--- src/core/iep_defines.vh ---
// Constants for the interrupt enable and priority block
// How it works
// - Enable register bits 0..5 enable ext0, timer0, ext1, timer1, serial, timer2.
// - Enable bit 7 gates all sources; 0 blocks every request.
// - Bit 6 of both registers always reads as 1.
// - Priority register bits 0..5 hold per-source priority in same order.
// - Priority bit 1 places the source in the high group.
// - Halt bit 0: priority bits are used, high group served first.
// - Halt bit 1: priority ignored, every enabled source is served in the low group.
`ifndef IEP_DEFINES_VH
`define IEP_DEFINES_VH
`define IEP_OFS_ENABLE      8'hA8
`define IEP_OFS_PRIO        8'hB8
`define IEP_OFS_SERVICE     8'hC0
`define IEP_BIT_GATE        7
`define IEP_BIT_HALT        7
`define IEP_BIT_RSVD        6
`define IEP_NSRC            6
`define IEP_ENABLE_RST      8'h40
`define IEP_PRIO_RST        8'h40
`define IEP_RESP_OKAY       2'b00
`define IEP_RESP_SLVERR     2'b10
`endif

--- src/core/iep_pick.v ---
// Lowest-index-first picker over six request lines
`timescale 1ns/1ps
module iep_pick (
   input  wire [5:0] i_req,
   output reg        o_any,
   output reg  [2:0] o_idx
);
   integer k;
   always @* begin
      o_any = 1'b0;
      o_idx = 3'd0;
      for (k = 5; k >= 0; k = k - 1) begin
         if (i_req[k]) begin
            o_any = 1'b1;
            o_idx = k[2:0];
         end
      end
   end
endmodule

--- src/core/iep_top.v ---
// Interrupt enable, priority selection and AXI4-Lite register slave
`timescale 1ns/1ps
`include "iep_defines.vh"
module iep_top (
   input  wire        I_CLK,
   input  wire        I_RESET_N,
   input  wire [5:0]  I_REQ,
   input  wire        I_ACK,
   input  wire        I_RETI,
   input  wire [7:0]  S_AXI_AWADDR,
   input  wire        S_AXI_AWVALID,
   output reg         S_AXI_AWREADY,
   input  wire [31:0] S_AXI_WDATA,
   input  wire [3:0]  S_AXI_WSTRB,
   input  wire        S_AXI_WVALID,
   output reg         S_AXI_WREADY,
   output reg  [1:0]  S_AXI_BRESP,
   output reg         S_AXI_BVALID,
   input  wire        S_AXI_BREADY,
   input  wire [7:0]  S_AXI_ARADDR,
   input  wire        S_AXI_ARVALID,
   output reg         S_AXI_ARREADY,
   output reg  [31:0] S_AXI_RDATA,
   output reg  [1:0]  S_AXI_RRESP,
   output reg         S_AXI_RVALID,
   input  wire        S_AXI_RREADY,
   output reg         O_IRQ,
   output reg  [2:0]  O_IRQ_ID,
   output reg         O_IRQ_HIGH
);
   ////////////////////////////////////////////////////////////////////
   reg  [7:0] enable_r;
   reg  [7:0] prio_r;
   reg        svc_low_r;
   reg        svc_high_r;
   reg        aw_held_r;
   reg  [7:0] aw_addr_r;
   reg        w_held_r;
   reg [31:0] w_data_r;
   reg        w_strb_r;

   wire       global_gate         = enable_r[`IEP_BIT_GATE];
   wire       priority_logic_halt = prio_r[`IEP_BIT_HALT];
   wire [5:0] pass_req;
   wire [5:0] high_req;
   wire [5:0] low_req;
   wire       hi_any;
   wire       lo_any;
   wire [2:0] hi_idx;
   wire [2:0] lo_idx;

   // Gate off everything when the global bit is clear
   assign pass_req = global_gate ? (I_REQ & enable_r[5:0]) : 6'h00;
   // With the halt bit set every source falls into the ordinary group
   assign high_req = priority_logic_halt ? 6'h00 : (pass_req & prio_r[5:0]);
   assign low_req  = pass_req & ~high_req;

   iep_pick u_pick_hi (
      .i_req (high_req),
      .o_any (hi_any),
      .o_idx (hi_idx)
   );
   iep_pick u_pick_lo (
      .i_req (low_req),
      .o_any (lo_any),
      .o_idx (lo_idx)
   );

   ////////////////////////////////////////////////////////////////////
   // Request selection with two-level nesting
   reg        irq_nxt;
   reg  [2:0] id_nxt;
   reg        high_nxt;
   always @* begin
      irq_nxt  = 1'b0;
      id_nxt   = 3'd0;
      high_nxt = 1'b0;
      if (hi_any && !svc_high_r) begin
         irq_nxt  = 1'b1;
         id_nxt   = hi_idx;
         high_nxt = 1'b1;
      end else if (lo_any && !svc_high_r && !svc_low_r) begin
         irq_nxt = 1'b1;
         id_nxt  = lo_idx;
      end
   end

   // Service level tracking: ack enters the level, return leaves the top one
   always @(posedge I_CLK or negedge I_RESET_N) begin
      if (!I_RESET_N) begin
         O_IRQ      <= 1'b0;
         O_IRQ_ID   <= 3'd0;
         O_IRQ_HIGH <= 1'b0;
         svc_low_r  <= 1'b0;
         svc_high_r <= 1'b0;
      end else begin
         O_IRQ      <= irq_nxt;
         O_IRQ_ID   <= id_nxt;
         O_IRQ_HIGH <= high_nxt;
         if (I_ACK && O_IRQ) begin
            if (O_IRQ_HIGH)
               svc_high_r <= 1'b1;
            else
               svc_low_r <= 1'b1;
         end else if (I_RETI) begin
            if (svc_high_r)
               svc_high_r <= 1'b0;
            else
               svc_low_r <= 1'b0;
         end
      end
   end

   ////////////////////////////////////////////////////////////////////
   // AXI4-Lite write path; address and data accepted in either order
   wire       aw_fire  = S_AXI_AWVALID && S_AXI_AWREADY;
   wire       w_fire   = S_AXI_WVALID && S_AXI_WREADY;
   wire       have_aw  = aw_held_r || aw_fire;
   wire       have_w   = w_held_r || w_fire;
   wire [7:0] wr_addr  = aw_held_r ? aw_addr_r : S_AXI_AWADDR;
   wire [7:0] wr_byte  = w_held_r ? w_data_r[7:0] : S_AXI_WDATA[7:0];
   wire       wr_lane  = w_held_r ? w_strb_r : S_AXI_WSTRB[0];
   wire       wr_go    = have_aw && have_w && !S_AXI_BVALID;

   always @(posedge I_CLK or negedge I_RESET_N) begin
      if (!I_RESET_N) begin
         S_AXI_AWREADY <= 1'b0;
         S_AXI_WREADY  <= 1'b0;
         S_AXI_BVALID  <= 1'b0;
         S_AXI_BRESP   <= `IEP_RESP_OKAY;
         aw_held_r     <= 1'b0;
         aw_addr_r     <= 8'h00;
         w_held_r      <= 1'b0;
         w_data_r      <= 32'h0000_0000;
         w_strb_r      <= 1'b0;
         enable_r      <= `IEP_ENABLE_RST;
         prio_r        <= `IEP_PRIO_RST;
      end else begin
         S_AXI_AWREADY <= !have_aw && !S_AXI_AWREADY && !S_AXI_BVALID;
         S_AXI_WREADY  <= !have_w && !S_AXI_WREADY && !S_AXI_BVALID;
         if (aw_fire && !wr_go) begin
            aw_held_r <= 1'b1;
            aw_addr_r <= S_AXI_AWADDR;
         end
         if (w_fire && !wr_go) begin
            w_held_r <= 1'b1;
            w_data_r <= S_AXI_WDATA;
            w_strb_r <= S_AXI_WSTRB[0];
         end
         if (wr_go) begin
            aw_held_r     <= 1'b0;
            w_held_r      <= 1'b0;
            S_AXI_AWREADY <= 1'b0;
            S_AXI_WREADY  <= 1'b0;
            S_AXI_BVALID  <= 1'b1;
            S_AXI_BRESP   <= `IEP_RESP_OKAY;
            case (wr_addr)
               `IEP_OFS_ENABLE: if (wr_lane)
                  enable_r <= wr_byte | 8'h40;
               `IEP_OFS_PRIO: if (wr_lane)
                  prio_r <= wr_byte | 8'h40;
               `IEP_OFS_SERVICE: ;
               default: S_AXI_BRESP <= `IEP_RESP_SLVERR;
            endcase
         end else if (S_AXI_BVALID && S_AXI_BREADY) begin
            S_AXI_BVALID <= 1'b0;
         end
      end
   end

   ////////////////////////////////////////////////////////////////////
   // AXI4-Lite read path; one cycle from address to data
   reg [31:0] rd_nxt;
   reg  [1:0] rresp_nxt;
   always @* begin
      rd_nxt    = 32'h0000_0000;
      rresp_nxt = `IEP_RESP_OKAY;
      case (S_AXI_ARADDR)
         `IEP_OFS_ENABLE:  rd_nxt = {24'h00_0000, enable_r | 8'h40};
         `IEP_OFS_PRIO:    rd_nxt = {24'h00_0000, prio_r | 8'h40};
         `IEP_OFS_SERVICE: rd_nxt = {28'h000_0000, pass_req != 6'h00,
                                     1'b0, svc_high_r, svc_low_r};
         default:          rresp_nxt = `IEP_RESP_SLVERR;
      endcase
   end

   always @(posedge I_CLK or negedge I_RESET_N) begin
      if (!I_RESET_N) begin
         S_AXI_ARREADY <= 1'b0;
         S_AXI_RVALID  <= 1'b0;
         S_AXI_RDATA   <= 32'h0000_0000;
         S_AXI_RRESP   <= `IEP_RESP_OKAY;
      end else begin
         S_AXI_ARREADY <= !S_AXI_ARREADY && !S_AXI_RVALID && S_AXI_ARVALID;
         if (S_AXI_ARVALID && S_AXI_ARREADY) begin
            S_AXI_RVALID <= 1'b1;
            S_AXI_RDATA  <= rd_nxt;
            S_AXI_RRESP  <= rresp_nxt;
         end else if (S_AXI_RVALID && S_AXI_RREADY) begin
            S_AXI_RVALID <= 1'b0;
         end
      end
   end
endmodule

--- config.mk ---
export PLATFORM = sky130hd
export DESIGN_NAME = iep_top
export DESIGN_NICKNAME = d
export VERILOG_FILES = /design/src/core/iep_pick.v /design/src/core/iep_top.v
export VERILOG_INCLUDE_DIRS = /design/src /design/src/core
export SDC_FILE = /design/constraint.sdc
export NUM_CORES = 1
export LEC_CHECK = 0
export ABC_AREA = 1
export BUFFER_PORTS_ARGS = -buffer_cell sky130_fd_sc_hd__buf_2
export CAP_MARGIN = 20
export CORE_MARGIN = 2
export CORE_UTILIZATION = 45
export CTS_CLUSTER_SIZE = 14
export DETAILED_ROUTE_END_ITERATION = 16
export PLACE_DENSITY_LB_ADDON = 0.1
export SYNTH_ARGS = -nofsm -noshare
export SYNTH_HDL_FRONTEND = slang
export SYNTH_SLANG_ARGS = --single-unit
--- constraint.sdc ---
create_clock -name I_CLK -period 1.4 [get_ports I_CLK]
set_input_delay 0 -clock I_CLK [delete_from_list [all_inputs] [get_ports I_CLK]]
set_output_delay 0 -clock I_CLK [all_outputs]
set_load 0.02 [all_outputs]
==> metrics.txt <==
TritonCTS buffer count=5; CTS tree=built; Synth Area in Compound Gates=0.0876; GRT Util Overall=0.191; Hold Path Depth=3; total number of vias=2838; wire length per cell=11.8 um; count of cell types in the netlist=31; period utilization=1.06; mux cell area share after synthesis=0; Internal=0.00324 W; largest net degree at the start of global routing=20; Max VDD drop=1.00 mV; row count=30; initial core utilization=0.459; Worst EP required=1610 ps; Final nets=585; clk slew on worst S/H paths=100 ps; unrepaired setup endpoints after global routing=true; Area Overhead vs Synth=32.4%; RR Endpoint=enable_r[4]; most frequent cells in the layout=113 x nand2_1, 59 x buf_2, 50 x dfrtp_1; Setup Viol. Count Final=16; number of I/O port buffers=58; n_diodes=0; clock buffer depth=2; core outline area=6720 um2; Clock Skew=6.58 ps; min cycle time layout=1480 ps; XOR/XNOR Fraction of Synth Area=0; Worst Setup Slack, final=-77.8 ps; arrival time of the worst setup path=1690 ps; worst-case reg-to-reg path depth=7; Mapped Avg Cell Area=7.54 um2; Reg-to-Reg Start=aw_held_r; Layout Utilization=0.608; placed instance area=3520 um2; Tightest Pin Transition=519 ps; share of cells above drive strength 1=0.295; Hold Path Class=primary input to register; Final Slew Violations=0; initial DRC count=100; PwrDens=1260 nW/um2; Worst-Skew Late Latency=310 ps; fmax=0.677 GHz; Detailed Route WL=7050 um; hold_sp=S_AXI_ARADDR[7]; Syn Inst Count=409; Startpoint Class=register; CP max FO=7; Worst Setup End Kind=register; switch share=0.372; DRC violations left=0; first-pass GRT wire length=11500 um; flops & latches, synth=54; sequential share of power=0.406; CTS root buf=clkbuf_8; Max-Cap Viols=0; sequential-to-total area share from yosys stat=0.438; Synth Area in Adders=0; Die Area=7530 um2; number of global-route vias before repair=2573; H-tree depth=2; Synth Area in Simple Gates=0.334; Post-DRT Antenna Nets=0; combinational power share=0.387; Final Hold Vio Count=0; Total Power=0.00516 W; fin area=4080 um2; hpwl dp=5280 um; initial antenna violation count=0; violated checks=setup timing; RD Place Congestion=0.949; Clock Sinks=54; outcome=complete, but fails checks; worst hold endpoint=S_AXI_RDATA[6]; drt pass-1 iters=4; Net Switching=0.00192 W; remaining global-route overflow=0; static leakage=2.15 nW; die height=86.8 um; WS Path Type=register to register; Clock Power Share=0.207; synthesized cell area=3080 um2; vias per cell=4.74; Horiz. Die Dim=86.8 um; largest family of logic cells by synthesized area=simple AND/OR/NAND/NOR gates; commonest non-fill, non-tap cell in the layout=nand2_1; # IOs=113; Synth Warn #=0; Relative slew margins=0.654; Reg2Reg Setup Slack=-80 ps
power by group through the flow:
| stage | Sequential, W | Clock [W] | Combinational (W) |
|---|---|---|---|
| 3_3_place_gp | 0.00210 | 0 | 0.00167 |
| 5_1_grt | 0.00213 | 0.00114 | 0.00222 |
| 3_5_place_dp | 0.00211 | 0 | 0.00170 |
| 2_1_floorplan | 0.00216 | 0 | 0.00120 |
| 4_1_cts | 0.00209 | 0.00109 | 0.00178 |
| 6_report | 0.00209 | 0.00107 | 0.00200 |
routing by layer:
layer | GRT usage | up-vias | routed length [um]
met5 | 0 | - | 0
met1 | 0.252 | 1295 | 3160
met2 | 0.314 | 69 | 3480
li1 | - | 1464 | -
met3 | 0.0352 | 10 | 306
met4 | 0.0653 | 0 | 101
worst max path at each step:
stage	start	slack, ps	depth (start not counted)	endpoint
3_3_place_gp	aw_held_r	-70	7	enable_r[7]
4_1_cts	aw_held_r	-90	8	enable_r[7]
5_1_grt	prio_r[7]	-180	9	O_IRQ_ID[0]
2_1_floorplan	S_AXI_AWREADY	9	9	enable_r[0]
3_5_place_dp	aw_held_r	-100	7	enable_r[7]
6_report	aw_held_r	-80	7	enable_r[4]
synth_stat cells (all sizes together):
| library cell | number | area, um2 |
|---|---|---|
| dfrtp | 54 | 1350 |
| o21bai | 1 | 7.51 |
| nor3b | 2 | 20.0 |
| a21oi | 8 | 40.0 |
| conb | 1 | 3.75 |
| nand2 | 126 | 508 |
| nor2 | 48 | 210 |
| o22ai | 2 | 12.5 |
| nand3b | 2 | 15.0 |
| clkbuf | 2 | 7.51 |
| inv | 46 | 173 |
| o211ai | 1 | 7.51 |
| o21ai | 36 | 203 |
| nor3 | 8 | 56.3 |
| nand4 | 5 | 31.3 |
| or2 | 1 | 8.76 |
| buf | 32 | 249 |
| nand3 | 34 | 180 |
sequential cells by signal (all words and copies together) (netlist names), 3 cells and up:
register,count
O_IRQ_ID,3
S_AXI_RDATA,8
aw_addr_r,8
enable_r,7
prio_r,7
w_data_r,7
layout make-up:
cell class / instances / area [um2]
Clock buffer: 6 / 72.6
Clock inverter: 2 / 37.5
Fill cell: 616 / 2640
Inverter: 46 / 175
Multi-Input combinational cell: 300 / 1550
Sequential cell: 54 / 1360
Tap cell: 80 / 100
Timing Repair Buffer: 111 / 793
logic make-up (layout without fill, tap and decap cells):
logic type             count (synthesis)  after routing
buffers and inverters                 80            165
flip-flops                            54             54
AO/OA/AOI/OAI                         48             48
AND/OR/NAND/NOR                      226            226
other                                  1             26
critical path: stages, from the launching register on:
cell and delay, ps:
dfrtp_1 430, buf_6 160, o21ai_4 170, nand2_4 90
nor3b_2 200, nand3_2 170, nand2_1 110, nand2_1 50
stage by stage:
step / instances / setup TNS, ps / worst slack [ps] / hold slack, ps
2_1_floorplan: 434 / 0 / 8.83 / -296
3_3_place_gp: 560 / -491 / -67.7 / -8.15
3_5_place_dp: 560 / -1020 / -96.3 / -2.47
4_1_cts: 590 / -1240 / -90.6 / 15.4
5_1_grt: 599 / -2860 / -181 / 62.4
6_report: 599 / -884 / -77.8 / 18.5
repair_timing:
| action | in CTS | in global routing |
|---|---|---|
| setup buffers | 0 | 9 |
| endpoints found under the setup margin | 18 | 33 |
| pin swaps | 7 | 19 |
| gates resized for setup | 3 | 46 |
| hold buffers | 22 | 0 |
| hold endpoints to repair | 38 | 0 |
Note: power is estimated with default switching activity, not from simulation.
